File: src/core/fe_ctrl_consts.svh
`ifndef FE_CTRL_CONSTS_SVH
`define FE_CTRL_CONSTS_SVH

// Register byte offsets
`define OFS_LVL_CFG        8'h00
`define OFS_LVL_START      8'h04
`define OFS_FREQ_HOLD      8'h08
`define OFS_PHASE_HOLD     8'h0C
`define OFS_FREQ_STB       8'h10
`define OFS_PHASE_STB      8'h14
`define OFS_NCO_SYNC_CFG   8'h18
`define OFS_LVL_RESULT     8'h1C
`define OFS_LVL_STATUS     8'h20

// Field positions
`define BIT_INTEG_MODE     30
`define INTERVAL_MSB       29
`define INTERVAL_LSB       14
`define THRESH_MSB         13
`define PHASE_MSB          9
`define BIT_SYNC_EN        20
`define BIT_INPUT_MODE     17
`define BIT_LOAD_ON_UPD    0
`define BIT_STAT_NEW       0
`define BIT_STAT_RUN       1

// Reset values
`define RST_WORD           32'h0000_0000
`define RST_PHASE          10'h000

// Counter timing: one preload unit is four sample clocks, minus one unit of bias
`define PRELOAD_SHIFT      2
`define PRELOAD_BIAS       18'h00004

`endif

File: src/core/fe_ctrl_pkg.sv
package fe_ctrl_pkg;

    // Level detector configuration word fields
    typedef struct packed {
        logic        cont_mode;
        logic [15:0] interval;
        logic [13:0] threshold;
    } level_cfg_t;

    // Active carrier NCO controls handed to the datapath
    typedef struct packed {
        logic [31:0] freq;
        logic [9:0]  phase;
        logic        clear_fb;
    } nco_ctrl_t;

    typedef enum logic {INTEG_IDLE, INTEG_RUN} integ_state_t;

endpackage

File: src/core/front_end_level_nco_control.sv
// Added by the designer: strobed register access and the address map.
`include "fe_ctrl_consts.svh"

module front_end_level_nco_control
    import fe_ctrl_pkg::*;
#(
    parameter int ACC_W = 32
) (
    // Clock and reset (front-end sample clock)
    input  wire logic              sys_clk,
    input  wire logic              sys_rst,
    // Register port
    input  wire logic [7:0]        reg_addr,
    input  wire logic [31:0]       reg_wdata,
    input  wire logic              reg_wr,
    input  wire logic              reg_rd,
    output logic [31:0]            reg_rdata_ff,
    // Input samples, same clock domain
    input  wire logic [13:0]       sample_data,
    input  wire logic              sample_en,
    // Asynchronous carrier sync pin
    input  wire logic              carrier_sync_input,
    // Active controls toward the datapath
    output nco_ctrl_t              nco_ctrl_ff,
    output logic                   level_running_ff,
    output logic                   level_new_ff
);

    // Address match for a write or read at one offset
    function automatic logic hit(input logic strobe, input logic [7:0] addr,
                                 input logic [7:0] ofs);
        hit = strobe && (addr == ofs);
    endfunction

    // Two's complement magnitude of a 14-bit sample; -8192 still fits
    function automatic logic [13:0] magnitude(input logic [13:0] s);
        magnitude = s[13] ? 14'(~s + 14'h0001) : s;
    endfunction

    // Configuration state
    level_cfg_t   cfg_ff, nxt_cfg;
    logic         sync_en_ff, nxt_sync_en;
    logic         load_upd_ff, nxt_load_upd;
    logic         interp_ff, nxt_interp;
    // Holding registers
    logic [31:0]  freq_hold_ff, nxt_freq_hold;
    logic [9:0]   phase_hold_ff, nxt_phase_hold;
    // Active NCO controls
    nco_ctrl_t    nxt_nco;
    // Level detector datapath
    logic [13:0]  held_sample_ff, nxt_held_sample;
    logic signed [15:0] term_ff, nxt_term;
    logic         start_ff, nxt_start;
    logic [31:0]  result_ff, nxt_result;
    logic         nxt_new;
    logic [31:0]  nxt_rdata;
    // Wires from the submodules
    logic             sync_rise;
    logic [ACC_W-1:0] integ_result;
    logic             integ_stb;
    logic             integ_running;
    // Decoded strobes
    logic         wr_cfg, wr_start, wr_freq, wr_phase, wr_fstb, wr_pstb, wr_sync;
    logic         rd_result;
    logic         sync_load;

    sync_pulse_detect u_sync (
        .sys_clk   (sys_clk),
        .sys_rst   (sys_rst),
        .pin_async (carrier_sync_input),
        .rise_ff   (sync_rise)
    );

    level_integrator #(
        .ACC_W (ACC_W),
        .CNT_W (18)
    ) u_integ (
        .sys_clk       (sys_clk),
        .sys_rst       (sys_rst),
        .start         (start_ff),
        .cont_mode     (cfg_ff.cont_mode),
        .interval      (cfg_ff.interval),
        .term          (term_ff),
        .result_ff     (integ_result),
        .result_stb_ff (integ_stb),
        .running_ff    (integ_running)
    );

    // Address decode; every strobe acts on the sample clock edge
    always_comb begin
        wr_cfg    = hit(reg_wr, reg_addr, `OFS_LVL_CFG);
        wr_start  = hit(reg_wr, reg_addr, `OFS_LVL_START);
        wr_freq   = hit(reg_wr, reg_addr, `OFS_FREQ_HOLD);
        wr_phase  = hit(reg_wr, reg_addr, `OFS_PHASE_HOLD);
        wr_fstb   = hit(reg_wr, reg_addr, `OFS_FREQ_STB);
        wr_pstb   = hit(reg_wr, reg_addr, `OFS_PHASE_STB);
        wr_sync   = hit(reg_wr, reg_addr, `OFS_NCO_SYNC_CFG);
        rd_result = hit(reg_rd, reg_addr, `OFS_LVL_RESULT);
        sync_load = sync_rise && sync_en_ff;
    end

    // Configuration words
    always_comb begin
        nxt_cfg      = cfg_ff;
        nxt_sync_en  = sync_en_ff;
        nxt_load_upd = load_upd_ff;
        nxt_interp   = interp_ff;
        if (wr_cfg) begin
            nxt_cfg.cont_mode = reg_wdata[`BIT_INTEG_MODE];
            nxt_cfg.interval  = reg_wdata[`INTERVAL_MSB:`INTERVAL_LSB];
            nxt_cfg.threshold = reg_wdata[`THRESH_MSB:0];
        end
        if (wr_sync) begin
            nxt_sync_en  = reg_wdata[`BIT_SYNC_EN];
            nxt_load_upd = reg_wdata[`BIT_LOAD_ON_UPD];
            nxt_interp   = reg_wdata[`BIT_INPUT_MODE];
        end
    end

    always_ff @(posedge sys_clk) begin
        if (sys_rst) begin
            cfg_ff      <= '0;
            sync_en_ff  <= 1'b0;
            load_upd_ff <= 1'b0;
            interp_ff   <= 1'b0;
        end else begin
            cfg_ff      <= nxt_cfg;
            sync_en_ff  <= nxt_sync_en;
            load_upd_ff <= nxt_load_upd;
            interp_ff   <= nxt_interp;
        end
    end

    // Holding registers: writes here never disturb the running NCO
    always_comb begin
        nxt_freq_hold  = wr_freq  ? reg_wdata : freq_hold_ff;
        nxt_phase_hold = wr_phase ? reg_wdata[`PHASE_MSB:0] : phase_hold_ff;
    end

    always_ff @(posedge sys_clk) begin
        if (sys_rst) begin
            freq_hold_ff  <= `RST_WORD;
            phase_hold_ff <= `RST_PHASE;
        end else begin
            freq_hold_ff  <= nxt_freq_hold;
            phase_hold_ff <= nxt_phase_hold;
        end
    end

    // Transfer to the active registers on a strobe write or an enabled sync.
    // The strobe moves whatever the holding register held before this cycle,
    // so a hold write and a strobe in the same cycle cannot race.
    always_comb begin
        nxt_nco          = nco_ctrl_ff;
        nxt_nco.clear_fb = 1'b0;
        if (wr_fstb || sync_load) begin
            nxt_nco.freq = freq_hold_ff;
        end
        if (wr_pstb || sync_load) begin
            nxt_nco.phase = phase_hold_ff;
        end
        if (load_upd_ff && (wr_fstb || sync_load)) begin
            nxt_nco.clear_fb = 1'b1;
        end
    end

    always_ff @(posedge sys_clk) begin
        if (sys_rst) begin
            nco_ctrl_ff <= '0;
        end else begin
            nco_ctrl_ff <= nxt_nco;
        end
    end

    // Input conditioning for the level detector.
    // Interpolated mode feeds zeros between samples; gated mode repeats the
    // last sample, so the threshold is integrated on every clock either way.
    always_comb begin
        logic [13:0] used;
        logic [13:0] mag;
        used = sample_data;
        mag  = '0;
        nxt_held_sample = sample_en ? sample_data : held_sample_ff;
        if (interp_ff) begin
            used = sample_en ? sample_data : 14'h0000;
        end else begin
            used = nxt_held_sample;
        end
        mag      = magnitude(used);
        nxt_term = $signed({2'b00, mag})
                 + $signed({{2{cfg_ff.threshold[13]}}, cfg_ff.threshold});
    end

    always_ff @(posedge sys_clk) begin
        if (sys_rst) begin
            held_sample_ff <= '0;
            term_ff        <= '0;
        end else begin
            held_sample_ff <= nxt_held_sample;
            term_ff        <= nxt_term;
        end
    end

    // Start strobe: data is ignored, any write starts or restarts
    always_comb begin
        nxt_start = wr_start;
    end

    always_ff @(posedge sys_clk) begin
        if (sys_rst) begin
            start_ff <= 1'b0;
        end else begin
            start_ff <= nxt_start;
        end
    end

    // Result capture; a timeout wins over the clear by reading the result
    always_comb begin
        nxt_result = integ_stb ? 32'(integ_result) : result_ff;
        nxt_new    = level_new_ff;
        if (rd_result) begin
            nxt_new = 1'b0;
        end
        if (integ_stb) begin
            nxt_new = 1'b1;
        end
    end

    always_ff @(posedge sys_clk) begin
        if (sys_rst) begin
            result_ff        <= `RST_WORD;
            level_new_ff     <= 1'b0;
            level_running_ff <= 1'b0;
        end else begin
            result_ff        <= nxt_result;
            level_new_ff     <= nxt_new;
            level_running_ff <= integ_running;
        end
    end

    // Read mux; write-only words and unmapped offsets read as zero
    always_comb begin
        nxt_rdata = 32'h0000_0000;
        if (reg_rd) begin
            if (reg_addr == `OFS_LVL_RESULT) begin
                nxt_rdata = result_ff;
            end else if (reg_addr == `OFS_LVL_STATUS) begin
                nxt_rdata[`BIT_STAT_NEW] = level_new_ff;
                nxt_rdata[`BIT_STAT_RUN] = integ_running;
            end else if (reg_addr == `OFS_NCO_SYNC_CFG) begin
                nxt_rdata[`BIT_SYNC_EN]     = sync_en_ff;
                nxt_rdata[`BIT_INPUT_MODE]  = interp_ff;
                nxt_rdata[`BIT_LOAD_ON_UPD] = load_upd_ff;
            end else begin
                nxt_rdata = 32'h0000_0000;
            end
        end
    end

    always_ff @(posedge sys_clk) begin
        if (sys_rst) begin
            reg_rdata_ff <= `RST_WORD;
        end else begin
            reg_rdata_ff <= nxt_rdata;
        end
    end

endmodule // front_end_level_nco_control

File: src/core/level_integrator.sv
`include "fe_ctrl_consts.svh"

module level_integrator
    import fe_ctrl_pkg::*;
#(
    parameter int ACC_W = 32,
    parameter int CNT_W = 18
) (
    // Clock and reset
    input  wire logic               sys_clk,
    input  wire logic               sys_rst,
    // Control
    input  wire logic               start,
    input  wire logic               cont_mode,
    input  wire logic [15:0]        interval,
    input  wire logic signed [15:0] term,
    // Results
    output logic [ACC_W-1:0]        result_ff,
    output logic                    result_stb_ff,
    output logic                    running_ff
);

    integ_state_t       state_ff, nxt_state;
    logic [CNT_W-1:0]   cnt_ff, nxt_cnt, preload;
    logic [ACC_W-1:0]   acc_ff, nxt_acc, sum;
    logic [ACC_W-1:0]   nxt_result;
    logic               nxt_stb;

    // Field is the upper bits of the counter; one unit of bias gives N cycles
    always_comb begin
        preload = (interval == 16'h0000) ? '0 :
                  CNT_W'({interval, 2'b00} - `PRELOAD_BIAS);
        sum     = acc_ff + ACC_W'(term);
    end

    // Count down, integrate, and on timeout stop or reload
    always_comb begin
        nxt_state  = state_ff;
        nxt_cnt    = cnt_ff;
        nxt_acc    = acc_ff;
        nxt_result = result_ff;
        nxt_stb    = 1'b0;
        if (start) begin
            nxt_state = INTEG_RUN;
            nxt_cnt   = preload;
            nxt_acc   = '0;
        end else begin
            case (state_ff)
                INTEG_RUN: begin
                    if (cnt_ff <= CNT_W'(1)) begin
                        nxt_result = (cnt_ff == CNT_W'(1)) ? sum : acc_ff;
                        nxt_stb    = 1'b1;
                        nxt_acc    = '0;
                        if (cont_mode) begin
                            nxt_cnt = preload;
                        end else begin
                            nxt_state = INTEG_IDLE;
                        end
                    end else begin
                        nxt_acc = sum;
                        nxt_cnt = cnt_ff - CNT_W'(1);
                    end
                end
                default: begin
                    nxt_state = INTEG_IDLE;
                end
            endcase
        end
    end

    always_ff @(posedge sys_clk) begin
        if (sys_rst) begin
            state_ff      <= INTEG_IDLE;
            cnt_ff        <= '0;
            acc_ff        <= '0;
            result_ff     <= '0;
            result_stb_ff <= 1'b0;
            running_ff    <= 1'b0;
        end else begin
            state_ff      <= nxt_state;
            cnt_ff        <= nxt_cnt;
            acc_ff        <= nxt_acc;
            result_ff     <= nxt_result;
            result_stb_ff <= nxt_stb;
            running_ff    <= (nxt_state == INTEG_RUN);
        end
    end

endmodule // level_integrator

File: src/core/sync_pulse_detect.sv
module sync_pulse_detect
    import fe_ctrl_pkg::*;
(
    // Clock and reset
    input  wire logic sys_clk,
    input  wire logic sys_rst,
    // Asynchronous pin and its rising-edge pulse
    input  wire logic pin_async,
    output logic      rise_ff
);

    logic meta_ff, stable_ff, last_ff;
    logic nxt_rise;

    // Only the second stage feeds the edge detector
    always_comb begin
        nxt_rise = stable_ff & ~last_ff;
    end

    always_ff @(posedge sys_clk) begin
        if (sys_rst) begin
            meta_ff   <= 1'b0;
            stable_ff <= 1'b0;
            last_ff   <= 1'b0;
            rise_ff   <= 1'b0;
        end else begin
            meta_ff   <= pin_async;
            stable_ff <= meta_ff;
            last_ff   <= stable_ff;
            rise_ff   <= nxt_rise;
        end
    end

endmodule // sync_pulse_detect

File: config.mk
export PLATFORM = sky130hd
export DESIGN_NAME = front_end_level_nco_control
export DESIGN_NICKNAME = d
export VERILOG_FILES = /design/src/core/fe_ctrl_pkg.sv /design/src/core/front_end_level_nco_control.sv /design/src/core/level_integrator.sv /design/src/core/sync_pulse_detect.sv
export VERILOG_INCLUDE_DIRS = /design/src /design/src/core
export SDC_FILE = /design/constraint.sdc
export NUM_CORES = 1
export LEC_CHECK = 0
export ABC_AREA = 1
export BUFFER_PORTS_ARGS = -buffer_cell sky130_fd_sc_hd__buf_2
export CORE_ASPECT_RATIO = 0.6
export CORE_MARGIN = 1
export CORE_UTILIZATION = 40
export DETAILED_ROUTE_END_ITERATION = 10
export MAX_ROUTING_LAYER = met4
export PLACE_DENSITY = 0.53
export SYNTH_ARGS = -nofsm -noshare
export SYNTH_HDL_FRONTEND = slang
export SYNTH_HIERARCHICAL = 1
export SYNTH_SLANG_ARGS = --single-unit
export TNS_END_PERCENT = 50
File: constraint.sdc
create_clock -name sys_clk -period 3.41 [get_ports sys_clk]
set_input_delay 0.341 -clock sys_clk [delete_from_list [all_inputs] [get_ports sys_clk]]
set_output_delay 0.341 -clock sys_clk [all_outputs]
set_load 0.02 [all_outputs]
After elaboration in Yosys (flattened, before gate mapping):

Cells that the tools add are included.

* logic and storage cells: 95
* input port bits: 60
* output and inout port bits: 77
* register bits: 304

* reduce and logical (&&, ||, !) cells: 21
* equal/unequal tests: 10
* add/subtract/negate cells: 5
* bitwise logic cells: 6
* $lt $le $gt $ge: 1
* mux-type cells: 25

Operator list (number)
* $mux W32: 3
* $mux W18: 5
* $mux W14: 4
* $add A32 B32 Y32: 1
* $eq A8 B5 Y1 const B: 4
* $mux W19: 1
* $eq A18 B1 Y1 const B: 1
* $le A18 B1 Y1 const B: 1
* $sub A18 B1 Y18 const B: 1
* $sub A18 B3 Y18 const B: 1
* $add A15 B14 Y16: 1
* $eq A8 B4 Y1 const B: 2
* $logic_not A16 Y1: 1
* $add A14 B1 Y14 const B: 1
* $not A14 Y14: 1
* $mux W1: 11
* $logic_and A1 B1 Y1: 10
* $eq A8 B3 Y1 const B: 1
* $eq A8 B6 Y1 const B: 1
* $logic_not A8 Y1: 1
* $not A1 Y1: 4
* $reduce_bool A2 Y1: 2
* $reduce_or A2 Y1: 2
* $ne A3 B3 Y1 const B: 1
* other kinds (6): 7

Longest topological paths before layout:

Gate-level depths: netlist of run 1.

* depth after elaboration: 6
* depth in mapped cells: 23
* depth with buffers taken out: 22

Hierarchy:

Netlist of run 1, hierarchy kept.

By module, submodules not included
* front_end_level_nco_control: instances 1, area each 8450.6 um2, seq. area each 4324.1 um2, cells each 1116
* level_integrator: instances 1, area each 6601.3 um2, seq. area each 1681.6 um2, cells each 1122
* sync_pulse_detect: instances 1, area each 115.1 um2, seq. area each 80.1 um2, cells each 12

Worst setup path before layout of run 1:

Ideal clock, no wire load.

* kind: input -> register
* from: in sample_en
* to: reg term_ff[14]
* path buffers: 1
* setup time: 0.115 ns
* setup slack: 0.995 ns
* data arrival time: 2.300 ns
* data required time: 3.295 ns
* cell stages on the path: 19
* path through: buf_2 > nand2_1 > nand2_1 > nand2_2 > ha_1 > nand2_1 > nor2_1 > nand2_2 > nand2_4 > nand3_1 > nand2_1 > inv_1 > ha_1 > nand2_1 > nor2_1 > and3_1 > nand2_1 > a21oi_1 > nor2_1

* longest elaborated chain between the ends: 6
* elaborated cells on any way between the ends: 7
* those cells by class: add/sub (2); mux (4); bitwise (1)

Ends and longest elaborated chain
* start: declaration: line front_end_level_nco_control.sv:20 `input wire logic sample_en,`
* $mux W14 (on tied branches): line front_end_level_nco_control.sv:183, front_end_level_nco_control.sv:185
* $mux W14 *: line front_end_level_nco_control.sv:184 `if (interp_ff) begin`
* $not A14 Y14: line front_end_level_nco_control.sv:37 `magnitude = s[13] ? 14'(~s + 14'h0001) : s;`
* $add A14 B1 Y14: line front_end_level_nco_control.sv:37
* $mux W14 *: line front_end_level_nco_control.sv:37
* $add A15 B14 Y16 *: line front_end_level_nco_control.sv:191 `+ $signed({{2{cfg_ff.threshold[13]}}, cfg_ff.threshold});`
* end signal: assignment: line front_end_level_nco_control.sv:200 `term_ff <= nxt_term;`
* end: declaration: line front_end_level_nco_control.sv:52 `logic signed [15:0] term_ff, nxt_term;`

Mark *: on every way between the ends. The rest lies on a longest branch, timed or not.
A chain may end at the register's enable or synchronous reset.

Final worst setup path of run 1:

* from: reg interp_ff
* to: reg term_ff[11]

* longest elaborated chain between the ends: 5

Ends and longest elaborated chain
* start: declaration: line front_end_level_nco_control.sv:44 `logic interp_ff, nxt_interp;`
* start signal: assignment: line front_end_level_nco_control.sv:130 `interp_ff <= nxt_interp;`
* $mux W14 *: line front_end_level_nco_control.sv:184
* $not A14 Y14: line front_end_level_nco_control.sv:37
* $add A14 B1 Y14: line front_end_level_nco_control.sv:37
* $mux W14 *: line front_end_level_nco_control.sv:37
* $add A15 B14 Y16 *: line front_end_level_nco_control.sv:191

Marks and branches as above.

==> run_summary.xml, run 1 <==
<?xml version="1.0" encoding="UTF-8"?>
<metrics>
  <group name="status">
    <metric name="run_status" unit="">finished, final reports clean</metric>
  </group>
  <group name="logic_synthesis">
    <metric name="synth_nets" unit="">2366</metric>
    <metric name="synth_top_area_share" unit="%">40.1</metric>
    <metric name="synthFlopType" unit="">sky130_fd_sc_hd__dfxtp_1</metric>
    <metric name="synth_compound_gate_area_share" unit="%">13.9</metric>
    <metric name="postSynthRegisterBits" unit="">304</metric>
    <metric name="mappedNetlistArea" unit="mm^2">0.0152</metric>
    <metric name="netlist-cell-type-count" unit="">46</metric>
    <metric name="synth.largest_area_cell" unit="">sky130_fd_sc_hd__dfxtp_1</metric>
    <metric name="count_of_flip_flops_with_a_built_in_enable_after_synthesis" unit="">0</metric>
    <metric name="async_reset_ff_share" unit="%">0</metric>
    <metric name="yosysWarnings" unit="">6</metric>
    <metric name="post_synthesis_sequential_area_ratio" unit="%">40.1</metric>
    <metric name="synthMuxAreaShare" unit="%">0</metric>
    <metric name="synthCells" unit="">2250</metric>
    <metric name="synth-simple-area-share" unit="%">30.2</metric>
    <metric name="synth_area_leaders" unit="">sky130_fd_sc_hd__dfxtp_1 (40%), sky130_fd_sc_hd__nand2_1 (13%), sky130_fd_sc_hd__nor2_1 (10%)</metric>
    <metric name="post_synth.cell_area_avg" unit="um^2">6.74</metric>
    <metric name="synth_adder_area_share" unit="%">4.72</metric>
    <metric name="post_synth_xor_area_fraction" unit="%">2.14</metric>
    <metric name="synth_top_family_by_area" unit="">simple AND/OR/NAND/NOR gates</metric>
  </group>
  <group name="routing">
    <metric name="drt_iter0_markers" unit="">1064</metric>
    <metric name="routed_wl" unit="mm">46.9</metric>
    <metric name="detail_route.first_pass.iterations" unit="">5</metric>
    <metric name="num_vias" unit="">14300</metric>
    <metric name="post-route-drc-count" unit="">0</metric>
    <metric name="routed_via_density" unit="">4.93</metric>
    <metric name="routed_wire_length_per_instance" unit="um">16.1</metric>
    <metric name="drt.antenna.violating_nets" unit="">0</metric>
  </group>
  <group name="cts">
    <metric name="worst_setup_hold_path_clk_slew" unit="ns">0.06</metric>
    <metric name="cts_tree" unit="">done</metric>
    <metric name="clk_path_buf_depth" unit="">3</metric>
    <metric name="cts_sink_cnt" unit="">304</metric>
    <metric name="insertion_delay" unit="ns">0.60</metric>
    <metric name="ctsRootBufferMaster" unit="">sky130_fd_sc_hd__clkbuf_16</metric>
    <metric name="h-tree-depth" unit="">1</metric>
    <metric name="tritoncts.num_buffers" unit="">30</metric>
    <metric name="post_cts_hold_buffer_count" unit="">15</metric>
    <metric name="cts-resized-gates" unit="">0</metric>
    <metric name="post_cts_setup_buffer_count" unit="">0</metric>
  </group>
  <group name="sta">
    <metric name="fin_tns_setup" unit="ns">0</metric>
    <metric name="grt_setup_unrepaired" unit="">false</metric>
    <metric name="fmaxAchievable" unit="MHz">351</metric>
    <metric name="finalMaxSlewViolations" unit="">0</metric>
    <metric name="report.final.setup_viol" unit="">0</metric>
    <metric name="skew" unit="ns">0.0244</metric>
    <metric name="slew_at_the_pin_closest_to_its_max_slew_limit" unit="ns">1.18</metric>
    <metric name="finalHoldViolCount" unit="">0</metric>
    <metric name="period_share" unit="%">83.5</metric>
    <metric name="final_period_minus_worst_setup_slack" unit="ns">2.85</metric>
    <metric name="timing.slew.headroom" unit="%">21.6</metric>
  </group>
  <group name="placement">
    <metric name="port_buffers" unit="">136</metric>
    <metric name="place_congestion" unit="">0.960</metric>
    <metric name="post-dp-hpwl" unit="mm">35.0</metric>
  </group>
  <group name="finish">
    <metric name="final_common_cell" unit="">sky130_fd_sc_hd__nand2_1</metric>
    <metric name="ff_latch_area" unit="mm^2">0.00609</metric>
    <metric name="mostFrequentLayoutCells" unit="">sky130_fd_sc_hd__nand2_1 (511), sky130_fd_sc_hd__nor2_1 (408), sky130_fd_sc_hd__dfxtp_1 (304)</metric>
    <metric name="finalNetCount" unit="">2493</metric>
    <metric name="layout-drive-gt1-share" unit="%">11.4</metric>
    <metric name="num-fill-cells" unit="">3825</metric>
    <metric name="area_of_the_multi_input_gates" unit="mm^2">0.00773</metric>
    <metric name="area_delta_synth_final" unit="%">15.6</metric>
  </group>
  <group name="worst_hold_path">
    <metric name="hold_path_depth" unit="">3</metric>
    <metric name="holdCritPathClass" unit="">input pin to flip-flop</metric>
  </group>
  <group name="floorplan">
    <metric name="rows" unit="">54</metric>
    <metric name="design.die.area" unit="mm^2">0.0387</metric>
    <metric name="floorplan.io_pins" unit="">137</metric>
    <metric name="dieWidth" unit="um">253</metric>
    <metric name="die_y" unit="um">153</metric>
    <metric name="fp.coreArea" unit="mm^2">0.0368</metric>
    <metric name="floorplan.initialDensity" unit="%">41.2</metric>
  </group>
  <group name="critical_path">
    <metric name="critPathKind" unit="">flip-flop to flip-flop</metric>
    <metric name="worstPathRequired" unit="ns">3.88</metric>
    <metric name="timing.critical_path.from_type" unit="">flip-flop</metric>
    <metric name="critical_path.max_fanout" unit="">10</metric>
    <metric name="worstPathArrival" unit="ns">3.32</metric>
    <metric name="critical_path.endpoint_type" unit="">flip-flop</metric>
    <metric name="rr_worst_depth" unit="">20</metric>
  </group>
  <group name="power_and_ir_drop">
    <metric name="internal_power" unit="W">0.00591</metric>
    <metric name="power_frac_seq" unit="%">46.7</metric>
    <metric name="logic_gate_share_of_total_power" unit="%">5.8</metric>
    <metric name="power.share.switching" unit="%">23.2</metric>
    <metric name="ir_drop" unit="mV">0.366</metric>
    <metric name="pwr_density_cell" unit="mW/mm^2">439</metric>
    <metric name="power.leakage" unit="nW">8.72</metric>
    <metric name="clk_pwr_share" unit="%">47.5</metric>
    <metric name="total_power" unit="W">0.00770</metric>
    <metric name="power.switching" unit="W">0.00178</metric>
  </group>
  <group name="flow_run">
    <metric name="maxCapViolCount" unit="">0</metric>
  </group>
  <group name="global_routing">
    <metric name="maximum_number_of_pins_on_one_net_before_global_route_repair" unit="">64</metric>
    <metric name="global_route_usage_over_all_layers" unit="%">24.9</metric>
    <metric name="grt_first_pass_wirelength" unit="mm">73.9</metric>
    <metric name="antenna_found_initial" unit="">1</metric>
    <metric name="grt_pass1_vias" unit="">13200</metric>
    <metric name="overflow" unit="">0</metric>
  </group>
</metrics>
[per-layer routing]
| layer | GRT usage [%] | vias up | share of wire (%) |
|---|---|---|---|
| met2 | 31.4 | 319 | 36 |
| met3 | 6.42 | 41 | 7.9 |
| met5 | - | - | 0 |
| met1 | 39.0 | 6586 | 55 |
| met4 | 3.29 | 0 | 1.0 |
| li1 | - | 7375 | - |
[flip-flops by register name (all words and copies together) (netlist names), 10 cells and up]
| name | count |
|---|---|
| phase_hold_ff | 10 |
| freq_hold_ff | 32 |
| result_ff | 32 |
| held_sample_ff | 14 |
| term_ff | 16 |
| u_integ/cnt_ff | 18 |
| u_integ/result_ff | 32 |
| cfg_ff | 31 |
| nco_ctrl_ff | 43 |
| u_integ/acc_ff | 32 |
| reg_rdata_ff | 32 |
[worst max-delay path, cell delays in order (launching register included)]
cell and delay [ns]:
sky130_fd_sc_hd__dfxtp_1 0.55, sky130_fd_sc_hd__buf_4 0.25, sky130_fd_sc_hd__nand2_1 0.06, sky130_fd_sc_hd__nand2_1 0.13, sky130_fd_sc_hd__inv_1 0.10, sky130_fd_sc_hd__nor2_1 0.18
sky130_fd_sc_hd__nand3_1 0.11, sky130_fd_sc_hd__nand2_1 0.07, sky130_fd_sc_hd__nand2_1 0.04, sky130_fd_sc_hd__nand2_1 0.06, sky130_fd_sc_hd__inv_1 0.06, sky130_fd_sc_hd__ha_1 0.33
sky130_fd_sc_hd__nand2_1 0.11, sky130_fd_sc_hd__nor2_1 0.12, sky130_fd_sc_hd__nand2_1 0.06, sky130_fd_sc_hd__nand2_1 0.17, sky130_fd_sc_hd__nand2_1 0.08, sky130_fd_sc_hd__nand2_1 0.08
sky130_fd_sc_hd__nand2_1 0.05, sky130_fd_sc_hd__nand2_1 0.06, sky130_fd_sc_hd__nor2_1 0.05
[synth_stat cells, types with 2 or more instances]
cell and n:
sky130_fd_sc_hd__a21o_1 4, sky130_fd_sc_hd__o21ai_0 204, sky130_fd_sc_hd__buf_4 4, sky130_fd_sc_hd__inv_1 238, sky130_fd_sc_hd__xor2_1 27, sky130_fd_sc_hd__xnor2_1 10, sky130_fd_sc_hd__buf_6 6, sky130_fd_sc_hd__a21oi_1 179
sky130_fd_sc_hd__nand3b_1 8, sky130_fd_sc_hd__fa_1 2, sky130_fd_sc_hd__nor3_1 9, sky130_fd_sc_hd__nor2_2 6, sky130_fd_sc_hd__dfxtp_1 304, sky130_fd_sc_hd__o21ai_2 4, sky130_fd_sc_hd__nand3_2 2, sky130_fd_sc_hd__ha_1 54
sky130_fd_sc_hd__clkbuf_1 52, sky130_fd_sc_hd__o21a_1 2, sky130_fd_sc_hd__nand4_1 10, sky130_fd_sc_hd__nand2_1 511, sky130_fd_sc_hd__nand3_1 105, sky130_fd_sc_hd__buf_2 19, sky130_fd_sc_hd__nor3_4 2, sky130_fd_sc_hd__clkbuf_2 2
sky130_fd_sc_hd__nor4_1 3, sky130_fd_sc_hd__nor2_4 4, sky130_fd_sc_hd__o21ai_1 7, sky130_fd_sc_hd__nand2_2 22, sky130_fd_sc_hd__nand2_4 4, sky130_fd_sc_hd__clkinv_1 3, sky130_fd_sc_hd__o21bai_1 2, sky130_fd_sc_hd__nor2_1 408
sky130_fd_sc_hd__and2_1 6, sky130_fd_sc_hd__o211a_1 3, sky130_fd_sc_hd__or2_2 2, sky130_fd_sc_hd__inv_2 11, sky130_fd_sc_hd__a22oi_1 2
[through the flow]
stage | util [%] | setup slack (ns) | instances | hold WS (ns) | instance area, um^2
6_report | 47.6 | 0.562 | 2903 | 0.0135 | 17500
3_5_place_dp | 44.3 | 0.360 | 2834 | 0.389 | 16300
2_1_floorplan | - | 0.995 | 2250 | 0.382 | 15200
4_1_cts | 47.6 | 0.553 | 2902 | 0.00297 | 17500
3_3_place_gp | 44.3 | 0.404 | 2834 | 0.387 | 16300
5_1_grt | 47.6 | 0.225 | 2903 | 0.000673 | 17500
[final cells by class]
class	instances	share of cell area, %
tap	504	3.60
sequential	304	34.7
antenna	1	0.0143
multi-input combinational	1609	44.1
clock buffer	40	4.78
clock inverter	13	1.41
timing repair buffer	179	6.01
inverter	253	5.44
[worst paths after layout]
| path | end | slack [ns] | startpoint |
|---|---|---|---|
| setup / recovery | term_ff[11] | 0.56 | interp_ff |
| hold / removal | freq_hold_ff[22] | 0.01 | reg_wdata[22] |
| setup reg to reg | term_ff[11] | 0.56 | interp_ff |
| hold reg to reg | u_sync/rise_ff | 0.39 | u_sync/last_ff |
[cells by family after synthesis]
kind of cell               after synthesis
buffers and inverters                  337
adders and majority gates               56
xor gates and xnor gates                37
AOI/OAI and AO/OA                      410
DFF                                    304
and+or+nand+nor                       1106
[power by group through the flow]
| stage | sequential (W) | clock, W | combinational, W |
|---|---|---|---|
| finish | 0.00359 | 0.00365 | 0.000449 |
| detailed placement | 0.00367 | 0 | 0.000431 |
| floorplan | 0.00367 | 0 | 0.000283 |
| CTS | 0.00359 | 0.00372 | 0.000448 |
| global route | 0.00359 | 0.00387 | 0.000506 |
| global placement | 0.00367 | 0 | 0.000428 |
No activity file was read; power rests on OpenSTA's default activity.
==> inputs of run 2 (changes only) <==
==> constraint.sdc (replaced) <==
create_clock -name sys_clk -period 2.8 [get_ports sys_clk]
set_input_delay 0.28 -clock sys_clk [delete_from_list [all_inputs] [get_ports sys_clk]]
set_output_delay 0.28 -clock sys_clk [all_outputs]
set_load 0.02 [all_outputs]
==> run 2 against run 1 <==
Core utilization grew 0.94 points. Critical path depth shrank 10. Setup slack lost 0.39 ns. Total power grew 20%. Fmax grew 8.3%. Clock power grew 16%. Final cell count grew 1.3%. Non-clock buffer count grew 37. Flip-flop and latch count is the same. Critical path type unchanged.
==> run_summary.xml, run 2 (synthesis results as in run 1) <==
<?xml version="1.0" encoding="UTF-8"?>
<metrics>
  <group name="status">
    <metric name="run_status" unit="">finished, final reports clean</metric>
  </group>
  <group name="sta">
    <metric name="fmaxAchievable" unit="MHz">380</metric>
    <metric name="report.final.setup_viol" unit="">0</metric>
    <metric name="period_share" unit="%">93.9</metric>
    <metric name="grt_setup_unrepaired" unit="">true</metric>
    <metric name="slew_at_the_pin_closest_to_its_max_slew_limit" unit="ns">0.633</metric>
    <metric name="finalHoldViolCount" unit="">0</metric>
    <metric name="skew" unit="ns">0.0471</metric>
    <metric name="finalMaxSlewViolations" unit="">0</metric>
    <metric name="final_period_minus_worst_setup_slack" unit="ns">2.63</metric>
    <metric name="timing.slew.headroom" unit="%">57.3</metric>
  </group>
  <group name="global_routing">
    <metric name="grt_met2_use" unit="%">31.5</metric>
    <metric name="overflow" unit="">0</metric>
    <metric name="grt_pass1_vias" unit="">13300</metric>
    <metric name="antenna_found_initial" unit="">1</metric>
    <metric name="maximum_number_of_pins_on_one_net_before_global_route_repair" unit="">71</metric>
    <metric name="grt_met1_use" unit="%">39.5</metric>
    <metric name="grt_use_met3" unit="%">4.65</metric>
    <metric name="global_route_usage_over_all_layers" unit="%">24.7</metric>
    <metric name="grt_first_pass_wirelength" unit="mm">73.5</metric>
    <metric name="gr-max-usage-layer" unit="">met1</metric>
  </group>
  <group name="cts">
    <metric name="insertion_delay" unit="ns">0.60</metric>
    <metric name="cts_sink_cnt" unit="">304</metric>
    <metric name="cts_tree" unit="">done</metric>
    <metric name="h-tree-depth" unit="">1</metric>
    <metric name="post_cts_setup_buffer_count" unit="">0</metric>
    <metric name="clk_path_buf_depth" unit="">3</metric>
    <metric name="tritoncts.num_buffers" unit="">30</metric>
    <metric name="worst_setup_hold_path_clk_slew" unit="ns">0.07</metric>
    <metric name="ctsRootBufferMaster" unit="">sky130_fd_sc_hd__clkbuf_16</metric>
  </group>
  <group name="floorplan">
    <metric name="floorplan.io_pins" unit="">137</metric>
    <metric name="floorplan.initialDensity" unit="%">41.2</metric>
    <metric name="rows" unit="">54</metric>
    <metric name="design.die.area" unit="mm^2">0.0387</metric>
    <metric name="fp.coreArea" unit="mm^2">0.0368</metric>
    <metric name="dieWidth" unit="um">253</metric>
    <metric name="die_y" unit="um">153</metric>
  </group>
  <group name="power_and_ir_drop">
    <metric name="power.switching" unit="W">0.00216</metric>
    <metric name="internal_power" unit="W">0.00705</metric>
    <metric name="power_frac_seq" unit="%">47.5</metric>
    <metric name="power.share.switching" unit="%">23.5</metric>
    <metric name="pwr_density_cell" unit="mW/mm^2">515</metric>
    <metric name="clk_pwr_share" unit="%">45.9</metric>
    <metric name="logic_gate_share_of_total_power" unit="%">6.5</metric>
    <metric name="ir_drop" unit="mV">0.483</metric>
    <metric name="power.leakage" unit="nW">8.87</metric>
  </group>
  <group name="critical_path">
    <metric name="timing.critical_path.from_type" unit="">flip-flop</metric>
    <metric name="critPathKind" unit="">flip-flop to flip-flop</metric>
    <metric name="worstPathArrival" unit="ns">3.15</metric>
    <metric name="critical_path.endpoint_type" unit="">flip-flop</metric>
    <metric name="worstPathRequired" unit="ns">3.33</metric>
    <metric name="critical_path.max_fanout" unit="">4</metric>
  </group>
  <group name="routing">
    <metric name="routed_via_density" unit="">4.95</metric>
    <metric name="routed_wl" unit="mm">46.5</metric>
    <metric name="detail_route.first_pass.iterations" unit="">5</metric>
    <metric name="drt.antenna.violating_nets" unit="">0</metric>
    <metric name="post-route-drc-count" unit="">0</metric>
    <metric name="routed_wire_length_per_instance" unit="um">15.8</metric>
    <metric name="num_vias" unit="">14600</metric>
    <metric name="drt_iter0_markers" unit="">1146</metric>
  </group>
  <group name="finish">
    <metric name="finalNonFillerCells" unit="">2941</metric>
    <metric name="area_of_the_multi_input_gates" unit="mm^2">0.00776</metric>
    <metric name="layout-drive-gt1-share" unit="%">12.4</metric>
    <metric name="largest_register_ff_count" unit="">43</metric>
    <metric name="ff_latch_area" unit="mm^2">0.00609</metric>
    <metric name="finalNetCount" unit="">2530</metric>
    <metric name="stdcell_area" unit="mm^2">0.0179</metric>
    <metric name="mostFrequentLayoutCells" unit="">sky130_fd_sc_hd__nand2_1 (510), sky130_fd_sc_hd__nor2_1 (405), sky130_fd_sc_hd__dfxtp_1 (303)</metric>
    <metric name="final_common_cell" unit="">sky130_fd_sc_hd__nand2_1</metric>
    <metric name="fin_util" unit="%">48.6</metric>
    <metric name="num-fill-cells" unit="">3802</metric>
    <metric name="registers.top_by_ff_count" unit="">nco_ctrl_ff</metric>
    <metric name="area_delta_synth_final" unit="%">17.9</metric>
  </group>
  <group name="flow_run">
    <metric name="maxCapViolCount" unit="">0</metric>
  </group>
  <group name="placement">
    <metric name="postPlaceCellArea" unit="mm^2">0.0165</metric>
    <metric name="number_of_placed_cells_counting_well_taps" unit="">2852</metric>
    <metric name="port_buffers" unit="">136</metric>
    <metric name="post-dp-hpwl" unit="mm">34.9</metric>
    <metric name="place_congestion" unit="">0.938</metric>
  </group>
  <group name="worst_hold_path">
    <metric name="holdCritPathClass" unit="">input pin to flip-flop</metric>
  </group>
</metrics>
[run 2: cell types whose count changed in the layout (fill, tap and decap cells not counted), moves of 4 or more]
cell / change
sky130_fd_sc_hd__dlygate4sd3_1: +19
sky130_fd_sc_hd__buf_4: +16
sky130_fd_sc_hd__o21ai_0: -4
sky130_fd_sc_hd__o21ai_1: +4
[run 2: path summary, 6_finish.rpt]
path / slack, ns / from / cells after the start / endpoint
hold / removal: 0.02 / sample_data[9] / 3 / held_sample_ff[9]
setup reg to reg: 0.17 / u_integ/acc_ff[0] / 10 / u_integ/result_ff[12]
hold reg to reg: 0.40 / u_sync/last_ff / 1 / u_sync/rise_ff
setup / recovery: 0.17 / u_integ/acc_ff[0] / 10 / u_integ/result_ff[12]
[run 2: final cells by class]
| type | count | share of cell area [%] |
|---|---|---|
| diodes | 1 | 0.0140 |
| clock buffers | 42 | 4.90 |
| clock inverters | 12 | 0.937 |
| inverters | 253 | 5.33 |
| multi-input cells | 1609 | 43.4 |
| flip-flops and latches | 304 | 34.0 |
| well taps | 504 | 3.53 |
| repair buffers | 216 | 7.85 |
[run 2: timing repair]
action                     4_1_cts  5_1_grt
hold buffers                    34        0
hold endpoints to repair        56        0
setup endpoints to repair        0        9
gates resized for setup          0       14
[run 2: power groups by stage]
stage	clock network [W]	registers (W)	logic, W
after CTS	0.00435	0.00438	0.000590
after floorplan	0	0.00447	0.000345
after detailed placement	0	0.00447	0.000550
final	0.00423	0.00438	0.000601
after global routing	0.00451	0.00438	0.000673
after global placement	0	0.00447	0.000546
[run 2: per-stage QoR]
stage               TNS, ns  hold slack (ns)  worst slack, ns  total power (W)
global placement          0            0.386           0.0990          0.00502
floorplan                 0            0.349            0.397          0.00481
CTS                       0         0.000312           0.0754          0.00932
finish                    0           0.0161            0.171          0.00921
global route        -0.0696          0.00768          -0.0242          0.00956
detailed placement        0            0.398           0.0446          0.00502
[run 2: per-layer routing]
metal	wire length (um)	up-vias	share of wire, %
met5	0	-	0
met4	521	0	1.1
met3	3100	40	6.7
met2	17200	325	37
met1	25700	6748	55
li1	-	7440	-
[run 2: worst max-delay path, stage by stage, from the launching register on]
cell and delay [ns]:
sky130_fd_sc_hd__dfxtp_1 0.33, sky130_fd_sc_hd__ha_1 0.24, sky130_fd_sc_hd__fa_1 0.45, sky130_fd_sc_hd__nand3_1 0.11, sky130_fd_sc_hd__nand3_1 0.21, sky130_fd_sc_hd__nand3_1 0.14, sky130_fd_sc_hd__nand3b_1 0.30, sky130_fd_sc_hd__or2_2 0.41
sky130_fd_sc_hd__nand3_1 0.07, sky130_fd_sc_hd__nand2_1 0.14, sky130_fd_sc_hd__a21oi_1 0.16
==> inputs of run 3 (changes only) <==
--- a/config.mk
+++ b/config.mk
@@ -11,7 +11,9 @@
 export CORE_ASPECT_RATIO = 0.6
 export CORE_MARGIN = 1
 export CORE_UTILIZATION = 40
+export CTS_BUF_LIST = sky130_fd_sc_hd__clkbuf_16
 export DETAILED_ROUTE_END_ITERATION = 10
+export GPL_TIMING_DRIVEN = 0
 export MAX_ROUTING_LAYER = met4
 export PLACE_DENSITY = 0.53
 export SYNTH_ARGS = -nofsm -noshare
==> run 3 against run 2 <==
Clock-buffer cell count shrank 12. Fmax grew 0.73%. Critical path type unchanged. Largest power group unchanged. Highest routed layer unchanged. Design area grew 0.48%.
==> run_summary.xml, run 3 (synthesis results as in run 1) <==
<?xml version="1.0" encoding="UTF-8"?>
<metrics>
  <group name="finish">
    <metric name="finalNetCount" unit="">2573</metric>
    <metric name="stdcell_area" unit="mm^2">0.0180</metric>
    <metric name="num-fill-cells" unit="">3745</metric>
    <metric name="registers.top_by_ff_count" unit="">nco_ctrl_ff</metric>
    <metric name="area_delta_synth_final" unit="%">18.5</metric>
    <metric name="final_common_cell" unit="">sky130_fd_sc_hd__nand2_1</metric>
    <metric name="layout-drive-gt1-share" unit="%">11.9</metric>
    <metric name="finalNonFillerCells" unit="">2985</metric>
    <metric name="largest_register_ff_count" unit="">43</metric>
    <metric name="mostFrequentLayoutCells" unit="">sky130_fd_sc_hd__nand2_1 (508), sky130_fd_sc_hd__nor2_1 (402), sky130_fd_sc_hd__dfxtp_1 (302)</metric>
  </group>
  <group name="sta">
    <metric name="finalHoldViolCount" unit="">0</metric>
    <metric name="finalMaxSlewViolations" unit="">0</metric>
    <metric name="grt_setup_unrepaired" unit="">true</metric>
    <metric name="final_period_minus_worst_setup_slack" unit="ns">2.61</metric>
    <metric name="period_share" unit="%">93.2</metric>
    <metric name="skew" unit="ns">0.0600</metric>
    <metric name="slew_at_the_pin_closest_to_its_max_slew_limit" unit="ns">0.804</metric>
    <metric name="fmaxAchievable" unit="MHz">383</metric>
    <metric name="timing.slew.headroom" unit="%">46.4</metric>
    <metric name="layout_setup_ws" unit="ns">0.190</metric>
    <metric name="final.hold.worst_slack" unit="ns">0.0232</metric>
    <metric name="report.final.setup_viol" unit="">0</metric>
  </group>
  <group name="global_routing">
    <metric name="antenna_found_initial" unit="">0</metric>
    <metric name="global_route_usage_over_all_layers" unit="%">26.0</metric>
    <metric name="grt_pass1_vias" unit="">13700</metric>
    <metric name="maximum_number_of_pins_on_one_net_before_global_route_repair" unit="">18</metric>
    <metric name="overflow" unit="">0</metric>
    <metric name="grt_first_pass_wirelength" unit="mm">76.6</metric>
  </group>
  <group name="critical_path">
    <metric name="setup.reg_to_reg.worst_slack" unit="ns">0.19</metric>
    <metric name="worstPathArrival" unit="ns">3.07</metric>
    <metric name="critical_path.endpoint_type" unit="">flip-flop</metric>
    <metric name="path_cells" unit="">buf_12, nand2_1, nand2_2, ha_1, nand2_1, nor2_2, nand3_1, nand2_1, nand2_1, nand2_1, inv_1, ha_4, nand2_2, nor2_1, nand2_1, nand2_2, nand2_1, a21oi_1, nor2_1</metric>
    <metric name="cp-startpoint" unit="">interp_ff</metric>
    <metric name="critPathSlowestCell" unit="">sky130_fd_sc_hd__dfxtp_4</metric>
    <metric name="critical-path-top-delay-family" unit="">simple AND/OR/NAND/NOR gates</metric>
    <metric name="critical-path-max-stage-delay" unit="ns">0.37</metric>
    <metric name="critical_path_buffers_and_inverters" unit="">2</metric>
    <metric name="critical_path.max_fanout" unit="">10</metric>
    <metric name="critical_path.most_common_cell" unit="">sky130_fd_sc_hd__nand2_1</metric>
    <metric name="worst_r2r_startpoint" unit="">interp_ff</metric>
    <metric name="critPathKind" unit="">flip-flop to flip-flop</metric>
    <metric name="worstPathRequired" unit="ns">3.26</metric>
    <metric name="timing.critical_path.from_type" unit="">flip-flop</metric>
  </group>
  <group name="floorplan">
    <metric name="die_y" unit="um">153</metric>
    <metric name="floorplan.initialDensity" unit="%">41.2</metric>
    <metric name="design.die.area" unit="mm^2">0.0387</metric>
    <metric name="floorplan.io_pins" unit="">137</metric>
    <metric name="fp.coreArea" unit="mm^2">0.0368</metric>
    <metric name="rows" unit="">54</metric>
    <metric name="dieWidth" unit="um">253</metric>
  </group>
  <group name="power_and_ir_drop">
    <metric name="power_frac_seq" unit="%">47.9</metric>
    <metric name="pwr_density_cell" unit="mW/mm^2">508</metric>
    <metric name="ir_drop" unit="mV">0.437</metric>
    <metric name="clk_pwr_share" unit="%">45.4</metric>
    <metric name="internal_power" unit="W">0.00689</metric>
    <metric name="power.share.switching" unit="%">24.5</metric>
    <metric name="logic_gate_share_of_total_power" unit="%">6.7</metric>
    <metric name="power.switching" unit="W">0.00223</metric>
    <metric name="power.leakage" unit="nW">8.86</metric>
  </group>
  <group name="routing">
    <metric name="num_vias" unit="">14900</metric>
    <metric name="drt.antenna.violating_nets" unit="">0</metric>
    <metric name="detail_route.first_pass.iterations" unit="">6</metric>
    <metric name="routed_wire_length_per_instance" unit="um">16.4</metric>
    <metric name="routed_wl" unit="mm">48.9</metric>
    <metric name="post-route-drc-count" unit="">0</metric>
    <metric name="drt_iter0_markers" unit="">1295</metric>
    <metric name="routed_via_density" unit="">4.98</metric>
  </group>
  <group name="cts">
    <metric name="cts_tree" unit="">done</metric>
    <metric name="cts_sink_cnt" unit="">304</metric>
    <metric name="worst_setup_hold_path_clk_slew" unit="ns">0.07</metric>
    <metric name="tritoncts.num_buffers" unit="">30</metric>
    <metric name="clk_path_buf_depth" unit="">3</metric>
    <metric name="insertion_delay" unit="ns">0.62</metric>
    <metric name="ctsRootBufferMaster" unit="">sky130_fd_sc_hd__clkbuf_16</metric>
    <metric name="h-tree-depth" unit="">1</metric>
  </group>
  <group name="worst_hold_path">
    <metric name="worstHoldStart" unit="">sample_data[9]</metric>
    <metric name="holdCritPathClass" unit="">input pin to flip-flop</metric>
  </group>
  <group name="placement">
    <metric name="port_buffers" unit="">136</metric>
    <metric name="postPlaceCellArea" unit="mm^2">0.0165</metric>
    <metric name="number_of_placed_cells_counting_well_taps" unit="">2890</metric>
    <metric name="post-dp-hpwl" unit="mm">38.7</metric>
    <metric name="place_congestion" unit="">0.939</metric>
    <metric name="pre_cts_slack" unit="ns">-0.211</metric>
  </group>
  <group name="status">
    <metric name="run_status" unit="">finished, final reports clean</metric>
  </group>
  <group name="flow_run">
    <metric name="maxCapViolCount" unit="">0</metric>
  </group>
</metrics>
## run 3: cell types whose count changed in the layout (fill, tap and decap cells not counted), moves of 3 or more
cell                       change
sky130_fd_sc_hd__buf_2        +19
sky130_fd_sc_hd__clkbuf_8      -8
sky130_fd_sc_hd__clkbuf_1     +48
sky130_fd_sc_hd__buf_6         +6
sky130_fd_sc_hd__clkinv_1      +6
sky130_fd_sc_hd__buf_4        -36
sky130_fd_sc_hd__inv_1         +5
sky130_fd_sc_hd__ha_4          +3
sky130_fd_sc_hd__nor2_2        +3
sky130_fd_sc_hd__nor2_1        -3
## run 3: final cells by class
class / count / area, um^2 / share of cell area (%)
Clock buffer: 30 / 751 / 4.18
Antenna cell: 1 / 2.50 / 0.0139
Timing Repair Buffer: 175 / 1060 / 5.90
Sequential cell: 304 / 6090 / 33.9
Buffer: 84 / 414 / 2.30
Tap cell: 504 / 631 / 3.51
Inverter: 253 / 952 / 5.30
Multi-Input combinational cell: 1609 / 7830 / 43.6
Clock inverter: 25 / 241 / 1.34
## run 3: routing by layer
layer | global-route usage [%] | wire, um | vias up
li1 | - | - | 7543
met1 | 42.0 | 26700 | 6896
met2 | 32.7 | 17900 | 364
met3 | 3.93 | 3320 | 61
met4 | 5.11 | 922 | 0
met5 | - | 0 | -
## run 3: stage by stage
step	TNS, ns	total power (W)	utilization [%]
after floorplan	0	0.00481	-
after global placement	-0.677	0.00501	44.8
after detailed placement	-0.841	0.00501	44.8
after CTS	0	0.00919	48.4
after global routing	-0.109	0.00945	48.8
final	0	0.00913	48.8
## run 3: final timing paths
kind,end,depth (start not counted)
max,term_ff[15],19
min,held_sample_ff[9],3
max reg2reg,term_ff[15],19
min reg2reg,u_sync/stable_ff,2
## run 3: repair_timing
| item | in CTS | in global routing |
|---|---|---|
| endpoints found under the setup margin | 9 | 13 |
| endpoints found under the hold margin | 63 | 1 |
| pin swaps | 0 | 6 |
| hold buffers | 34 | 1 |
| gates resized for setup | 4 | 29 |
| buffers inserted | 0 | 4 |
## run 3: power groups by stage
stage	sequential (W)	clock (W)	combinational, W
2_1_floorplan	0.00447	0	0.000345
3_3_place_gp	0.00447	0	0.000534
3_5_place_dp	0.00447	0	0.000539
4_1_cts	0.00437	0.00423	0.000581
5_1_grt	0.00437	0.00439	0.000683
6_report	0.00437	0.00414	0.000612
## run 3: worst reg2reg max path, cell delays in order, from the launching register on
cell and delay (ns):
sky130_fd_sc_hd__dfxtp_4 0.37, sky130_fd_sc_hd__buf_12 0.14, sky130_fd_sc_hd__nand2_1 0.07, sky130_fd_sc_hd__nand2_2 0.11
sky130_fd_sc_hd__ha_1 0.18, sky130_fd_sc_hd__nand2_1 0.10, sky130_fd_sc_hd__nor2_2 0.17, sky130_fd_sc_hd__nand3_1 0.11
sky130_fd_sc_hd__nand2_1 0.08, sky130_fd_sc_hd__nand2_1 0.05, sky130_fd_sc_hd__nand2_1 0.08, sky130_fd_sc_hd__inv_1 0.09
sky130_fd_sc_hd__ha_4 0.30, sky130_fd_sc_hd__nand2_2 0.08, sky130_fd_sc_hd__nor2_1 0.09, sky130_fd_sc_hd__nand2_1 0.07
sky130_fd_sc_hd__nand2_2 0.12, sky130_fd_sc_hd__nand2_1 0.08, sky130_fd_sc_hd__a21oi_1 0.16, sky130_fd_sc_hd__nor2_1 0.06
